### src/rtl/rvw_pkg.sv
// Package with constants, types and register map of the initial-reset and watchdog block.
package rvw_pkg;

  // System clock and documented times in their own units.
  localparam int          CLK_PERIOD_NS     = 4;
  localparam int          PIN_FILTER_NS     = 2_000_000;
  localparam longint      KEY_HOLD_NS       = 64'd2_000_000_000;
  // Least times round up to whole clock cycles.
  localparam int          PIN_FILTER_CYCLES = (PIN_FILTER_NS + CLK_PERIOD_NS - 1) / CLK_PERIOD_NS;
  localparam int          KEY_HOLD_CYCLES   =
    int'((KEY_HOLD_NS + longint'(CLK_PERIOD_NS) - 64'd1) / longint'(CLK_PERIOD_NS));
  // Low-speed oscillator edges that prove the crystal has started.
  localparam int          OSC_START_EDGES   = 4;

  // Register indices; byte address is four times the index.
  localparam logic [11:0] REG_CLEAR_IDX     = 12'hf76;
  localparam logic [11:0] REG_KEY_CFG_IDX   = 12'hf7e;
  localparam logic [11:0] REG_STATUS_IDX    = 12'hf7f;

  // Field positions.
  localparam int          WD_CLEAR_BIT      = 0;
  localparam int          TIMER_CLEAR_BIT   = 1;
  localparam int          STAT_WD_LSB       = 0;
  localparam int          STAT_OSC_BIT      = 2;
  localparam int          STAT_KEY_LSB      = 3;

  // Key-combination choices.
  typedef enum logic [1:0] {
    RVW_KEY_OFF  = 2'h0,
    RVW_KEY_01   = 2'h1,
    RVW_KEY_012  = 2'h2,
    RVW_KEY_0123 = 2'h3
  } rvw_key_sel_e;
  localparam rvw_key_sel_e KEY_CFG_RESET    = RVW_KEY_OFF;

  // CPU values loaded during initial reset.
  typedef struct packed {
    logic [7:0] program_step_counter;
    logic [3:0] program_page_counter;
    logic       program_bank_bit;
    logic [3:0] next_page_pointer;
    logic       next_bank_pointer;
    logic       interrupt_flag;
    logic       decimal_flag;
  } rvw_cpu_init_s;

  localparam logic [7:0]  INIT_STEP         = 8'h00;
  localparam logic [3:0]  INIT_PAGE         = 4'h1;
  localparam logic        INIT_BANK         = 1'h0;
  localparam logic [3:0]  INIT_NEXT_PAGE    = 4'h1;
  localparam logic        INIT_NEXT_BANK    = 1'h0;
  localparam logic        INIT_INT_FLAG     = 1'h0;
  localparam logic        INIT_DEC_FLAG     = 1'h0;

endpackage

### src/rtl/rvw_initial_reset.sv
// Initial-reset combiner with pin filter, key combination, oscillation detector and watchdog.
//
// Notes on behaviour
// - Low reset pin holds CPU in reset.
// - Reset pin low must last 2 ms.
// - Selected keys low 2 s cause reset.
// - Key choice: off, two, three, four lines.
// - Reset held until low-speed oscillator starts.
// - Unclear watchdog resets CPU after 3-4 s.
// - Watchdog keeps counting during CPU halt.
// - Writing one to clear bit zeroes watchdog.
// - Watchdog clear bit always reads zero.
// - Timer clear write advances watchdog by one.
// - Reset loads step, page, bank, pointers, flags.
//
// The implementer's own choice: the Avalon-MM slave port.
module rvw_initial_reset
  import rvw_pkg::*;
#(
  parameter int PIN_HOLD = PIN_FILTER_CYCLES,
  parameter int KEY_HOLD = KEY_HOLD_CYCLES,
  parameter int OSC_EDGES = OSC_START_EDGES
)(
  input  wire logic          clk,
  input  wire logic          sys_rst,
  input  wire logic          ce,
  // Avalon-MM slave.
  input  wire logic   [13:0] avs_address,
  input  wire logic          avs_read,
  input  wire logic          avs_write,
  input  wire logic   [31:0] avs_writedata,
  input  wire logic    [3:0] avs_byteenable,
  output logic        [31:0] avs_readdata,
  output logic               avs_waitrequest,
  // Pins and neighbouring blocks.
  input  wire logic          reset_n,
  input  wire logic    [3:0] key_input_lines,
  input  wire logic          low_speed_oscillator,
  input  wire logic          clock_timer_tick_1hz,
  output logic               clock_timer_clear,
  output logic               cpu_reset,
  output rvw_cpu_init_s      cpu_init
);

  localparam int PW = $clog2(PIN_HOLD + 1);
  localparam int KW = $clog2(KEY_HOLD + 1);
  localparam int OW = $clog2(OSC_EDGES + 1);

  logic          [5:0] pins_agreed;
  logic                pin_low;
  logic          [3:0] keys;
  logic                osc_level;
  logic                osc_prev;
  logic                osc_tick;
  logic       [PW-1:0] pin_cnt;
  logic       [KW-1:0] key_cnt;
  logic       [OW-1:0] osc_cnt;
  logic                osc_ok;
  logic                pin_reset;
  logic                key_active;
  logic                key_reset;
  rvw_key_sel_e        key_sel;
  logic                wd_fire;
  logic          [1:0] wd_count;
  logic                wd_pending;
  logic                raw_reset;
  logic                bus_req;
  logic                bus_ack;
  logic                hit_clear;
  logic                hit_key;
  logic                hit_status;
  logic                wr_take;
  logic                wd_clear;
  logic                timer_adv;
  logic         [31:0] next_readdata;

  // All outside levels, the oscillator among them, share one synchroniser bank.
  rvw_pin_sync #(
    .W    (6),
    .INIT (6'h1f)
  ) u_sync (
    .clk     (clk),
    .sys_rst (sys_rst),
    .ce      (ce),
    .pin     ({low_speed_oscillator, key_input_lines, reset_n}),
    .agreed  (pins_agreed)
  );

  assign pin_low   = !pins_agreed[0];
  assign keys      = pins_agreed[4:1];
  assign osc_level = pins_agreed[5];
  assign osc_tick  = osc_level && !osc_prev;

  // Oscillator edge detection and start-up proof.
  always_ff @(posedge clk)
  begin
    if (sys_rst)
    begin
      osc_prev <= 1'b0;
      osc_cnt  <= '0;
      osc_ok   <= 1'b0;
    end
    else if (ce)
    begin
      osc_prev <= osc_level;
      if (osc_tick && !osc_ok)
      begin
        osc_cnt <= osc_cnt + OW'(1);
        if (osc_cnt == OW'(OSC_EDGES - 1))
        begin
          osc_ok <= 1'b1;
        end
      end
    end
  end

  // Noise rejector: the pin must stay low for the whole hold time to count.
  always_ff @(posedge clk)
  begin
    if (sys_rst)
    begin
      pin_cnt <= '0;
    end
    else if (ce)
    begin
      if (!pin_low)
      begin
        pin_cnt <= '0;
      end
      else if (pin_cnt != PW'(PIN_HOLD))
      begin
        pin_cnt <= pin_cnt + PW'(1);
      end
    end
  end

  assign pin_reset = pin_low && (pin_cnt == PW'(PIN_HOLD));

  // Only the chosen key lines take part; all must be low together.
  always_comb
  begin
    case (key_sel)
      RVW_KEY_01:   key_active = (keys[1:0] == 2'h0);
      RVW_KEY_012:  key_active = (keys[2:0] == 3'h0);
      RVW_KEY_0123: key_active = (keys == 4'h0);
      default:      key_active = 1'b0;
    endcase
  end

  // Long-press timer; a single released line restarts the wait.
  always_ff @(posedge clk)
  begin
    if (sys_rst)
    begin
      key_cnt <= '0;
    end
    else if (ce)
    begin
      if (!key_active)
      begin
        key_cnt <= '0;
      end
      else if (key_cnt != KW'(KEY_HOLD))
      begin
        key_cnt <= key_cnt + KW'(1);
      end
    end
  end

  assign key_reset = key_active && (key_cnt == KW'(KEY_HOLD));

  rvw_watchdog u_wd (
    .clk       (clk),
    .sys_rst   (sys_rst),
    .ce        (ce),
    .cpu_reset (cpu_reset),
    .tick_1hz  (clock_timer_tick_1hz),
    .clear     (wd_clear),
    .advance   (timer_adv),
    .fire      (wd_fire),
    .count     (wd_count)
  );

  // A watchdog timeout is a single event, so it is held until an oscillator edge while cpu_reset stands.
  always_ff @(posedge clk)
  begin
    if (sys_rst)
    begin
      wd_pending <= 1'b0;
    end
    else if (ce)
    begin
      if (wd_fire)
      begin
        wd_pending <= 1'b1;
      end
      else if (osc_tick && cpu_reset)
      begin
        wd_pending <= 1'b0;
      end
    end
  end

  // The oscillator detector holds reset from power-on; pin, keys and the watchdog are further sources.
  assign raw_reset = pin_reset || key_reset || !osc_ok || wd_pending;

  // Reset sets at once and releases only on an oscillator edge, aligning the CPU start.
  always_ff @(posedge clk)
  begin
    if (sys_rst)
    begin
      cpu_reset <= 1'b1;
    end
    else if (ce)
    begin
      if (raw_reset)
      begin
        cpu_reset <= 1'b1;
      end
      else if (osc_tick)
      begin
        cpu_reset <= 1'b0;
      end
    end
  end

  // Initial CPU values are loaded while reset stands.
  always_ff @(posedge clk)
  begin
    if (sys_rst)
    begin
      cpu_init <= '0;
    end
    else if (ce && cpu_reset)
    begin
      cpu_init <= {INIT_STEP, INIT_PAGE, INIT_BANK, INIT_NEXT_PAGE, INIT_NEXT_BANK,
                   INIT_INT_FLAG, INIT_DEC_FLAG};
    end
  end

  // Bus slave answers on the second edge of every request.
  assign bus_req         = avs_read || avs_write;
  assign avs_waitrequest = bus_req && !bus_ack;
  assign wr_take         = ce && avs_write && bus_ack && avs_byteenable[0];

  // Misaligned byte addresses select nothing, so they read zero and write nowhere.
  always_comb
  begin
    hit_clear  = 1'b0;
    hit_key    = 1'b0;
    hit_status = 1'b0;
    if (avs_address[1:0] == 2'h0 && avs_address[13:2] == REG_CLEAR_IDX)
    begin
      hit_clear = 1'b1;
    end
    else if (avs_address[1:0] == 2'h0 && avs_address[13:2] == REG_KEY_CFG_IDX)
    begin
      hit_key = 1'b1;
    end
    else if (avs_address[1:0] == 2'h0 && avs_address[13:2] == REG_STATUS_IDX)
    begin
      hit_status = 1'b1;
    end
  end

  // Write-one strobes; a zero in either bit does nothing.
  assign wd_clear  = wr_take && hit_clear && avs_writedata[WD_CLEAR_BIT];
  assign timer_adv = wr_take && hit_clear && avs_writedata[TIMER_CLEAR_BIT];

  always_ff @(posedge clk)
  begin
    if (sys_rst)
    begin
      bus_ack           <= 1'b0;
      clock_timer_clear <= 1'b0;
    end
    else if (ce)
    begin
      bus_ack           <= bus_req && !bus_ack;
      clock_timer_clear <= timer_adv;
    end
  end

  // Key choice register steers the combination logic.
  always_ff @(posedge clk)
  begin
    if (sys_rst)
    begin
      key_sel <= KEY_CFG_RESET;
    end
    else if (wr_take && hit_key)
    begin
      key_sel <= rvw_key_sel_e'(avs_writedata[1:0]);
    end
  end

  // Clear bits are write-only and unmapped words read zero.
  always_comb
  begin
    next_readdata = 32'h0;
    if (hit_key)
    begin
      next_readdata[1:0] = key_sel;
    end
    else if (hit_status)
    begin
      next_readdata[STAT_WD_LSB +: 2]  = wd_count;
      next_readdata[STAT_OSC_BIT]      = osc_ok;
      next_readdata[STAT_KEY_LSB +: 4] = keys;
    end
  end

  always_ff @(posedge clk)
  begin
    if (sys_rst)
    begin
      avs_readdata <= 32'h0;
    end
    else if (ce && avs_read && !bus_ack)
    begin
      avs_readdata <= next_readdata;
    end
  end

  // Checks on the combined reset; a released line must restart its hold counter at once.
  property p_pin_resets;
    @(posedge clk) disable iff (sys_rst) ce && pin_reset |=> cpu_reset;
  endproperty
  a_pin_resets: assert property (p_pin_resets) else $error("pin low did not reset");
  property p_pin_filtered;
    @(posedge clk) disable iff (sys_rst) ce && !pin_low |=> pin_cnt == PW'(0) && !pin_reset;
  endproperty
  a_pin_filtered: assert property (p_pin_filtered) else $error("short pin pulse taken");
  property p_key_hold;
    @(posedge clk) disable iff (sys_rst) ce && !key_active |=> key_cnt == KW'(0) && !key_reset;
  endproperty
  a_key_hold: assert property (p_key_hold) else $error("short key press taken");
  property p_key_off;
    @(posedge clk) disable iff (sys_rst) key_sel == RVW_KEY_OFF |-> !key_active;
  endproperty
  a_key_off: assert property (p_key_off) else $error("disabled keys active");
  property p_osc_hold;
    @(posedge clk) disable iff (sys_rst) !osc_ok |-> cpu_reset;
  endproperty
  a_osc_hold: assert property (p_osc_hold) else $error("run before oscillator");
  property p_wd_pending;
    @(posedge clk) disable iff (sys_rst) ce && wd_fire |=> wd_pending;
  endproperty
  a_wd_pending: assert property (p_wd_pending) else $error("timeout lost");
  property p_clear_reads_zero;
    @(posedge clk) disable iff (sys_rst)
    avs_read && !avs_waitrequest && hit_clear |-> avs_readdata == 32'h0;
  endproperty
  a_clear_reads_zero: assert property (p_clear_reads_zero) else $error("clear bit read");
  property p_release_on_edge;
    @(posedge clk) disable iff (sys_rst)
    $fell(cpu_reset) |-> $past(osc_tick) && !$past(raw_reset);
  endproperty
  a_release_on_edge: assert property (p_release_on_edge) else $error("bad release");
  property p_init_loaded;
    @(posedge clk) disable iff (sys_rst)
    ce && cpu_reset |=> cpu_init.program_page_counter == INIT_PAGE
      && cpu_init.next_page_pointer == INIT_NEXT_PAGE;
  endproperty
  a_init_loaded: assert property (p_init_loaded) else $error("initial values not loaded");

endmodule

### src/rtl/rvw_pin_sync.sv
// Three-stage pin synchroniser bank whose output moves only when stages two and three agree.
module rvw_pin_sync
  import rvw_pkg::*;
#(
  parameter int         W    = 1,
  parameter logic [W-1:0] INIT = '1
)(
  input  wire logic         clk,
  input  wire logic         sys_rst,
  input  wire logic         ce,
  input  wire logic [W-1:0] pin,
  output logic      [W-1:0] agreed
);

  genvar g;
  generate
    for (g = 0; g < W; g++)
    begin : g_bit
      logic s1;
      logic s2;
      logic s3;
      // Stage one feeds only stage two, so no logic sees a metastable value.
      always_ff @(posedge clk)
      begin
        if (sys_rst)
        begin
          s1 <= INIT[g];
          s2 <= INIT[g];
          s3 <= INIT[g];
          agreed[g] <= INIT[g];
        end
        else if (ce)
        begin
          s1 <= pin[g];
          s2 <= s1;
          s3 <= s2;
          if (s2 == s3)
          begin
            agreed[g] <= s3;
          end
        end
      end
    end
  endgenerate

endmodule

### src/rtl/rvw_watchdog.sv
// Two-bit watchdog counter of one-hertz ticks that fires when it overflows.
module rvw_watchdog
  import rvw_pkg::*;
(
  input  wire logic       clk,
  input  wire logic       sys_rst,
  input  wire logic       ce,
  input  wire logic       cpu_reset,
  input  wire logic       tick_1hz,
  input  wire logic       clear,
  input  wire logic       advance,
  output logic            fire,
  output logic      [1:0] count
);

  logic [2:0] next_sum;

  // Tick and timer-clear advance may land together; both are counted.
  always_comb
  begin
    next_sum = {1'b0, count} + {2'b00, tick_1hz} + {2'b00, advance};
  end

  // Overflow of the two-bit count is the timeout event.
  assign fire = ce && !clear && !cpu_reset && next_sum[2];

  // Counting ignores CPU halt; a clear write restarts from zero at once.
  always_ff @(posedge clk)
  begin
    if (sys_rst)
    begin
      count <= 2'h0;
    end
    else if (ce)
    begin
      if (clear || cpu_reset)
      begin
        count <= 2'h0;
      end
      else
      begin
        count <= next_sum[1:0];
      end
    end
  end

  property p_clear_zeroes;
    @(posedge clk) disable iff (sys_rst)
    ce && clear |=> count == 2'h0;
  endproperty
  a_clear_zeroes: assert property (p_clear_zeroes) else $error("watchdog clear missed");

  property p_fire_at_top;
    @(posedge clk) disable iff (sys_rst)
    fire |-> (count == 2'h3 || (count == 2'h2 && tick_1hz && advance));
  endproperty
  a_fire_at_top: assert property (p_fire_at_top) else $error("watchdog fired early");

  property p_advance_counts;
    @(posedge clk) disable iff (sys_rst)
    ce && advance && !tick_1hz && !clear && !cpu_reset && count < 2'h3
      |=> count == $past(count) + 2'h1;
  endproperty
  a_advance_counts: assert property (p_advance_counts) else $error("timer clear no count");

endmodule

### config.mk
export PLATFORM = sky130hd
export DESIGN_NAME = rvw_initial_reset
export DESIGN_NICKNAME = d
export VERILOG_FILES = /design/src/rtl/rvw_pkg.sv /design/src/rtl/rvw_initial_reset.sv /design/src/rtl/rvw_pin_sync.sv /design/src/rtl/rvw_watchdog.sv
export SDC_FILE = /design/constraint.sdc
export NUM_CORES = 1
export LEC_CHECK = 0
export ABC_CLOCK_PERIOD_IN_PS = 2500
export BUFFER_PORTS_ARGS = -buffer_cell sky130_fd_sc_hd__clkbuf_2
export CAP_MARGIN = 20
export CORE_UTILIZATION = 50
export CTS_CLUSTER_DIAMETER = 80
export DETAILED_ROUTE_END_ITERATION = 6
export HOLD_SLACK_MARGIN = 0.12
export PLACE_DENSITY = 0.76
export SLEW_MARGIN = 0
export SYNTH_ARGS = -nofsm -noshare
export SYNTH_HDL_FRONTEND = slang
export SYNTH_SLANG_ARGS = --single-unit
export TNS_END_PERCENT = 20
### constraint.sdc
create_clock -name clk -period 2.5 [get_ports clk]
set_input_delay 0.25 -clock clk [delete_from_list [all_inputs] [get_ports clk]]
set_output_delay 0.25 -clock clk [all_outputs]
set_load 0.01 [all_outputs]
Word level (Yosys, flattened, before mapping)
Cells that the tools add are included.
{"block": "word_totals", "elab_cells": 131, "output_inout_bits": 55, "regBits": 93, "input_bits": 62}
{"block": "classes", "eq_ne": 18, "addsub": 5, "mux": 19, "n_reduce_logical": 52}
{"operator": "$mux W29", "n": 2}
{"operator": "$mux W19", "n": 2}
{"operator": "$eq A12 B12 Y1 const B", "n": 3}
{"operator": "$add A29 B1 Y29 const B", "n": 1}
{"operator": "$eq A29 B29 Y1 const B", "n": 1}
{"operator": "$ne A29 B29 Y1 const B", "n": 1}
{"operator": "$logic_and A1 B1 Y1", "n": 22}
{"operator": "$reduce_and A2 Y1", "n": 11}
{"operator": "$add A19 B1 Y19 const B", "n": 1}
{"operator": "$eq A19 B19 Y1 const B", "n": 1}
{"operator": "$ne A19 B19 Y1 const B", "n": 1}
{"operator": "$mux W1", "n": 10}
{"operator": "$mux W7", "n": 1}
{"operator": "$eq A1 B1 Y1", "n": 6}
{"operator": "$logic_not A1 Y1", "n": 6}
{"operator": "$reduce_bool A2 Y1", "n": 3}
{"operator": "$logic_or A1 B1 Y1", "n": 5}
{"operator": "$mux W5", "n": 1}
{"operator": "$eq A2 B2 Y1 const B", "n": 2}
{"operator": "$logic_not A2 Y1", "n": 2}
{"operator": "$logic_not A4 Y1", "n": 1}
{"operator": "$mux W2", "n": 2}
{"operator": "$add A2 B1 Y3", "n": 1}
{"operator": "$add A3 B1 Y3", "n": 1}
{"operator": "7 further kinds", "n": 7}

Longest topological paths before layout
Gate-level depths: netlist (run 1).
{"block": "depth", "word_depth": 11, "mapped_depth": 8, "mapped_depth_nobuf": 7}

Cells and area by module
A second synthesis (run 1) with hierarchy kept.
{"block": "hier_totals", "hier_cells": 532, "hier_area_um2": 4625.7}
{"mod": "rvw_initial_reset", "seq_area_each_um2": 1341.3, "instances": 1, "cells_each": 427, "area_per_inst_um2": 3553.4}
{"mod": "rvw_pin_sync", "seq_area_each_um2": 480.5, "instances": 1, "cells_each": 93, "area_per_inst_um2": 945.9}
{"mod": "rvw_watchdog", "seq_area_each_um2": 40.0, "instances": 1, "cells_each": 12, "area_per_inst_um2": 126.4}

Worst setup path after synthesis (run 1)
OpenSTA, ideal clock, no wires.
{"block": "synth_path", "path_type": "in2reg", "start": "in avs_address[9]", "end": "reg u_wd.count[0]", "arrival_time_ps": 1769, "cell_stages": 6, "setup_slack_ps": 615, "cell_sequence": "nand4b_1 or3_1 nor3_1 and2_1 fa_1 a22o_1"}
{"block": "synth_via", "elab_chain_cells": 7}
{"item": "start: declaration", "line_no": "rvw_initial_reset.sv:28", "source": "input wire logic [13:0] avs_address,"}
{"item": "$eq A12 B12 Y1", "line_no": "rvw_initial_reset.sv:252", "source": "if (avs_address[1:0] == 2'h0 && avs_address[13:2] == REG_CLEAR_IDX)"}
{"item": "$logic_and A1 B1 Y1", "line_no": "rvw_initial_reset.sv:252"}
{"item": "$mux W1", "line_no": "rvw_initial_reset.sv:252"}
{"item": "$logic_and A1 B1 Y1 (2 in series)", "line_no": "rvw_initial_reset.sv:268", "source": "assign timer_adv = wr_take && hit_clear && avs_writedata[TIMER_CLEAR_BIT];"}
{"item": "named net timer_adv", "line_no": "rvw_initial_reset.sv:74", "source": "logic timer_adv;"}
{"item": "$add A3 B1 Y3", "line_no": "rvw_watchdog.sv:21", "source": "next_sum = {1'b0, count} + {2'b00, tick_1hz} + {2'b00, advance};"}
{"item": "$mux W2", "line_no": "rvw_watchdog.sv:36", "source": "if (clear || cpu_reset)"}
{"item": "end signal: assignment", "line_no": "rvw_watchdog.sv:42", "source": "count <= next_sum[1:0];"}
{"item": "end: declaration", "line_no": "rvw_watchdog.sv:13", "source": "output logic [1:0] count"}
The timed path passes the listed nets, and every way through them passes these cells.
A chain may end at the register's enable or synchronous reset.

Worst setup path after layout (run 1)
{"block": "layout_path", "start": "reg key_cnt[0]", "end": "reg key_cnt[22]"}
{"block": "layout_via", "elab_chain_cells": 3}
{"item": "start: declaration", "line_no": "rvw_initial_reset.sv:56", "source": "logic [KW-1:0] key_cnt;"}
{"item": "start signal: assignment", "line_no": "rvw_initial_reset.sv:165", "source": "key_cnt <= key_cnt + KW'(1);"}
{"item": "$add A29 B1 Y29 / $ne A29 B29 Y1 (equally long branches)", "line_no": "rvw_initial_reset.sv:165, rvw_initial_reset.sv:163"}
{"item": "$mux W29 / $ne A2 B1 Y1 (equally long branches)"}
{"item": "$mux W29 / $reduce_and A2 Y1 (equally long branches)"}
Several ways; a longest one is shown, not always the timed one. The select of a mux whose other input is x is not followed.

==> results_dict.tcl, run 1 <==
set metrics [dict create \
    outcome "complete, no violations" \
    r2r_start "key_cnt[0]" \
    drc 0 \
    worst_slew_pin_slew_ns 0.735 \
    synth_edf_count 0 \
    yosys-top-cells-count "dfxtp_1 (93), nor2_1 (51), a21oi_1 (50), buf_4 (46), nand2_1 (40)" \
    crit_type "flop to flop" \
    overflow 0 \
    drv_cap 0 \
    cts.htree.levels 3 \
    start_kind "flop" \
    drv_slew 0 \
    antenna_found_initial 0 \
    vias 3988 \
    port_buffers 40 \
    drtIter0Drc 204 \
    dp_slack_ns 0.339 \
    start_util_pct 51.4 \
    via_per_inst 5.49 \
    layout-area-overhead-vs-synth_pct 8.90 \
    synth_top_area_share_pct 39.2 \
    rsz0062_at_grt "no" \
    cts-root-buf "clkbuf_8" \
    yosysWarnings 0 \
    power.density_nw_per_um2 549 \
    gp_congestion 0.830 \
    slew-limit-headroom_pct 49.8 \
    synth-seq-area-share_pct 39.2 \
    hold_class "input pin to flop" \
    dieWidth_um 99.5 \
    ir_drop_mv 0.414 \
    diodes 0 \
    yosysMostFrequentCell "dfxtp_1" \
    grt_first_pass_wirelength_um 16100 \
    crit_start "key_cnt[0]" \
    max_stage_delay_ns 0.41 \
    worstSkewPairLatency_ns 0.38 \
    ys.flop_type "dfxtp_1" \
    ys_async_sr_fraction_pct 0 \
    ant_nets 0 \
    cts.sinks 93 \
    cts_buffers 9 \
    p_leak_uw 0.00197 \
    hold_depth 3 \
    hp-start "low_speed_oscillator" \
    end_kind "flop" \
    io_pins 117 \
    fin_tns_setup_ns 0 \
    die_h_um 99.5 \
    period_share_pct 86.7 \
    setup_slack_ns 0.333 \
    core_um2 9240 \
    fp.dieArea_um2 9890 \
    min_period_ns 2.17 \
    netlist_instances 551 \
    cp.buffers_inverters 2 \
    synth_area_um2 4750 \
    cts_tree "yes" \
    reg2regPathDepth 8 \
    wire_per_inst_um 13.5 \
    drive_above_1_share_pct 14.2 \
    first_pass_iters 6 \
    dp_hpwl_um 6960 \
    critPathRequiredTime_ns 2.73 \
    synth_area_leaders "dfxtp_1 (39%), buf_4 (7.3%), a21oi_1 (5.3%)" \
    totalWireLength_um 9810 \
    track_usage_pct 20.2 \
    hold_viol 0 \
    clk_pin_slew_ns 0.10 \
    num_rows 35 \
    critPathArrivalTime_ns 2.40 \
    synth-seq-cells 93 \
    grt_max_degree 37 \
    grt_pass1_vias 3650 \
    cpLargestDelayFamily "simple AND/OR/NAND/NOR gates" \
    fmax_ghz 0.461 \
    path_cells "inv_1, ha_1, nor4bb_1, nand3b_1, nor4b_4, buf_4, or4_1, a21oi_1" \
    cp_slowest_cell "nor4b_4" \
    setup-violations-final 0 \
    synth.avg_cell_area_um2 8.62 \
    ys_types 66 \
    synth_top_area_cell "dfxtp_1" \
    crit_fanout 32 \
    post_cts_buffers 0 \
    num-nets-final 662 \
    skew_ns 0.0148 \
    cp.depth 8 \
    cts_buffer_depth 2 \
]
cells in the final DEF, fill, tap and decap left out, drive strengths merged, types with 2 or more instances in the layout:
master	instances
dfxtp	93
nor2	51
a21oi	50
clkbuf	49
conb	43
nand2	40
o21ai	39
nand4	26
or3	20
mux2i	20
nand3	18
inv	17
xor2	12
buf	9
and3	8
nor4	8
ha	7
nor3	7
or4	6
nand2b	6
nor4b	6
a22oi	5
dlygate4sd3	5
and2	5
or4b	5
xnor2	4
o31ai	3
nor4bb	3
a31oi	3
clkinv	3
nand4b	2
nand3b	2
mux2	2
and4	2
a22o	2
bufinv	2
kinds of logic (layout without fill, tap and decap cells):
kind of cell | count (synthesis) | count (layout) | synth area share [%]
flops | 93 | 93 | 39.2
other cells | 1 | 43 | 0.0790
compound gates | 111 | 111 | 13.1
simple gates | 219 | 219 | 26.9
buf+inv | 81 | 85 | 10.7
mux | 22 | 22 | 4.77
fa+ha+maj | 8 | 8 | 2.27
xor+xnor | 16 | 16 | 2.95
worst paths after layout:
path              slack [ns]                 end
setup / recovery        0.33         key_cnt[22]
setup reg to reg        0.33         key_cnt[22]
hold reg to reg         0.46  u_sync.g_bit[1].s3
hold / removal          0.14  u_sync.g_bit[5].s1
per-layer routing:
| layer | global-route usage [%] | routed length, um | part of all wire [%] |
|---|---|---|---|
| met1 | 24.6 | 4250 | 43 |
| met2 | 34.1 | 5000 | 51 |
| met3 | 5.62 | 413 | 4.2 |
| met4 | 7.69 | 143 | 1.5 |
| met5 | 0 | 0 | 0 |
per-stage QoR:
stage	utilization, %	hold WS (ns)	cell area [um^2]	total power [uW]	cells
global placement	52.9	0.442	4880	1700	705
floorplan	-	0.378	4910	1710	593
detailed placement	52.9	0.444	4880	1710	705
finish	56.0	0.139	5170	2840	726
CTS	56.0	0.136	5170	2870	726
global route	56.0	0.147	5170	2950	726
sequential cells by signal (all words and copies together), names as in the netlist:
name               count
osc_prev               1
osc_ok                 1
u_wd.count             2
avs_readdata           7
u_sync.g_bit.s2        6
osc_cnt                3
wd_pending             1
u_sync.agreed          6
cpu_init               1
u_sync.g_bit.s1        6
clock_timer_clear      1
u_sync.g_bit.s3        6
cpu_reset              1
bus_ack                1
key_cnt               29
key_sel                2
pin_cnt               19
worst min-delay path: cells and delay by family:
family / cells / cell delay [ns]
AND/OR/NAND/NOR: 1 / 0.07
buffers and inverters: 1 / 0.09
multiplexers: 1 / 0.07
layout make-up:
class / instances / area (um^2)
inverter: 15 / 56.3
multi-input combinational: 419 / 2540
clock inverter: 7 / 114
timing repair buffer: 54 / 318
fill: 843 / 4070
sequential: 93 / 1860
clock buffer: 9 / 124
tap: 129 / 161
power breakdown:
group	switching (uW)	internal, uW
clock network	574	587
registers	12.5	1500
logic	113	56.9
total	700	2140
what timing repair did:
item | in CTS | in global routing
hold buffers | 5 | 0
hold endpoints to repair | 5 | 0
gates resized for setup | 0 | 0
(Power assumes the default switching activity.)
==> run 2: changes to the inputs <==
--- a/config.mk
+++ b/config.mk
@@ -5,7 +5,7 @@
 export SDC_FILE = /design/constraint.sdc
 export NUM_CORES = 1
 export LEC_CHECK = 0
-export ABC_CLOCK_PERIOD_IN_PS = 2500
+export ABC_CLOCK_PERIOD_IN_PS = 2400
 export BUFFER_PORTS_ARGS = -buffer_cell sky130_fd_sc_hd__clkbuf_2
 export CAP_MARGIN = 20
 export CORE_UTILIZATION = 50
==> constraint.sdc (replaced) <==
create_clock -name clk -period 2.4 [get_ports clk]
set_input_delay 0.24 -clock clk [delete_from_list [all_inputs] [get_ports clk]]
set_output_delay 0.24 -clock clk [all_outputs]
set_load 0.01 [all_outputs]
==> run 2 against run 1 <==
Net effect: setup slack lost 0.031 ns; hold slack gained 0.022 ns; highest routed layer unchanged; routed wire length shrank 4.6%.
==> results_dict.tcl, run 2 (synthesized netlist as in run 1, its figures left out) <==
set metrics [dict create \
    outcome "complete, no violations" \
    ant_nets 0 \
    cts.sinks 93 \
    wl_met2_um 4650 \
    skew_ns 0.0187 \
    hold_depth 3 \
    track_usage_pct 19.7 \
    p_int_uw 2040 \
    power_frac_clock_pct 37.6 \
    r2r_start "pin_cnt[1]" \
    worst_slew_pin_slew_ns 0.765 \
    final_util_pct 56.0 \
    layout-area-overhead-vs-synth_pct 8.85 \
    die_h_um 99.5 \
    p_switching_uw 765 \
    route.met3.wl_um 384 \
    setup-violations-final 0 \
    vias 3933 \
    finalInstanceArea_um2 5170 \
    nFillCells 812 \
    holdWs_ns 0.162 \
    crit_type "flop to flop" \
    grt_first_pass_wirelength_um 16000 \
    worstSkewPairLatency_ns 0.36 \
    ir_drop_mv 0.445 \
    reg2regPathDepth 6 \
    cts.htree.levels 3 \
    slew-limit-headroom_pct 47.7 \
    crit_fanout 6 \
    num-nets-final 664 \
    p_sw_share_pct 27.3 \
    cts_tree "yes" \
    hold_class "input pin to flop" \
    critPathRequiredTime_ns 2.69 \
    antenna_found_initial 0 \
    place_area_um2 4900 \
    grt_pass1_vias 3579 \
    dieWidth_um 99.5 \
    comb_power_share_pct 6.4 \
    regMostFlops "key_cnt" \
    fin_tns_setup_ns 0 \
    drive_above_1_share_pct 14.4 \
    setup_slack_ns 0.302 \
    cts_buffers 9 \
    core_um2 9240 \
    port_buffers 40 \
    reg_top3 "key_cnt (29), pin_cnt (19), avs_readdata (7)" \
    largest_register_ffs 29 \
    hold_end "key_sel[1]" \
    wire_per_inst_um 12.9 \
    period_share_pct 87.4 \
    fp.dieArea_um2 9890 \
    hp-start "avs_writedata[1]" \
    grt_max_degree 62 \
    p_leak_uw 0.00197 \
    first_pass_iters 4 \
    cts_hold_buffers 6 \
    p_seq_share_pct 56.0 \
    r2r-end "pin_cnt[18]" \
    gp_congestion 0.837 \
    power.density_nw_per_um2 543 \
    post_cts_buffers 0 \
    highest_layer "met4" \
    drc 0 \
    r2r_slack_ns 0.30 \
    via_per_inst 5.40 \
    drv_slew 0 \
    start_kind "flop" \
    dp_hpwl_um 6640 \
    num_rows 35 \
    hold_viol 0 \
    min_period_ns 2.10 \
    drv_cap 0 \
    diodes 0 \
    start_util_pct 51.4 \
    post_cts_resized 0 \
    final_common_cell "dfxtp_1" \
    drt-met1-wl_um 4200 \
    dp_slack_ns 0.279 \
    clk_pin_slew_ns 0.11 \
    critPathArrivalTime_ns 2.39 \
    rsz0062_at_grt "no" \
    overflow 0 \
    cts_buffer_depth 2 \
    io_pins 117 \
    end_kind "flop" \
    cts-root-buf "clkbuf_8" \
    final_cell_mix "dfxtp_1 (93), nor2_1 (51), a21oi_1 (50)" \
    totalWireLength_um 9360 \
    drtIter0Drc 165 \
    fmax_ghz 0.477 \
]
run 2: final cells by class:
class,count,area (um^2),share of cell area (%)
clock buffers,9,124,2.40
clock inverters,7,81.3,1.57
inverters,15,56.3,1.09
multi-input cells,419,2540,49.1
flip-flops and latches,93,1860,36.0
well taps,129,161,3.12
repair buffers,56,348,6.73
run 2: per-stage QoR:
| stage | total power (uW) | instances |
|---|---|---|
| finish | 2810 | 728 |
| global route | 2920 | 728 |
| CTS | 2840 | 728 |
| detailed placement | 1780 | 706 |
| global placement | 1770 | 706 |
| floorplan | 1780 | 593 |
run 2: worst max-delay path, cell delays in order, from the launching register on:
cell and delay, ns:
dfxtp_1 0.44, ha_1 0.24, nand3_1 0.15, nor2_1 0.24, nand4_1 0.25, or4_1 0.53
a21oi_1 0.18
run 2: routing by layer:
layer | GRT usage, % | up-vias
li1 | - | 1985
met1 | 24.6 | 1858
met2 | 33.9 | 79
met3 | 4.01 | 11
met4 | 6.67 | 0
met5 | 0 | -
run 2: worst max-delay path by stage:
stage	from	end	slack [ns]	cells past startpoint
2_1_floorplan	avs_address[9]	u_wd.count[0]	0.52	6
3_3_place_gp	avs_address[9]	u_wd.count[0]	0.31	7
4_1_cts	pin_cnt[1]	pin_cnt[18]	0.33	6
5_1_grt	pin_cnt[1]	pin_cnt[18]	0.14	6
3_5_place_dp	avs_address[0]	u_wd.count[0]	0.28	7
6_report	pin_cnt[1]	pin_cnt[18]	0.30	6
run 2: power by group through the flow:
stage | Clock [uW] | Sequential, uW | Combinational (uW)
after floorplan | 0 | 1610 | 173
after global routing | 1150 | 1580 | 201
after detailed placement | 0 | 1610 | 170
after global placement | 0 | 1610 | 166
after CTS | 1090 | 1570 | 178
final | 1060 | 1570 | 180
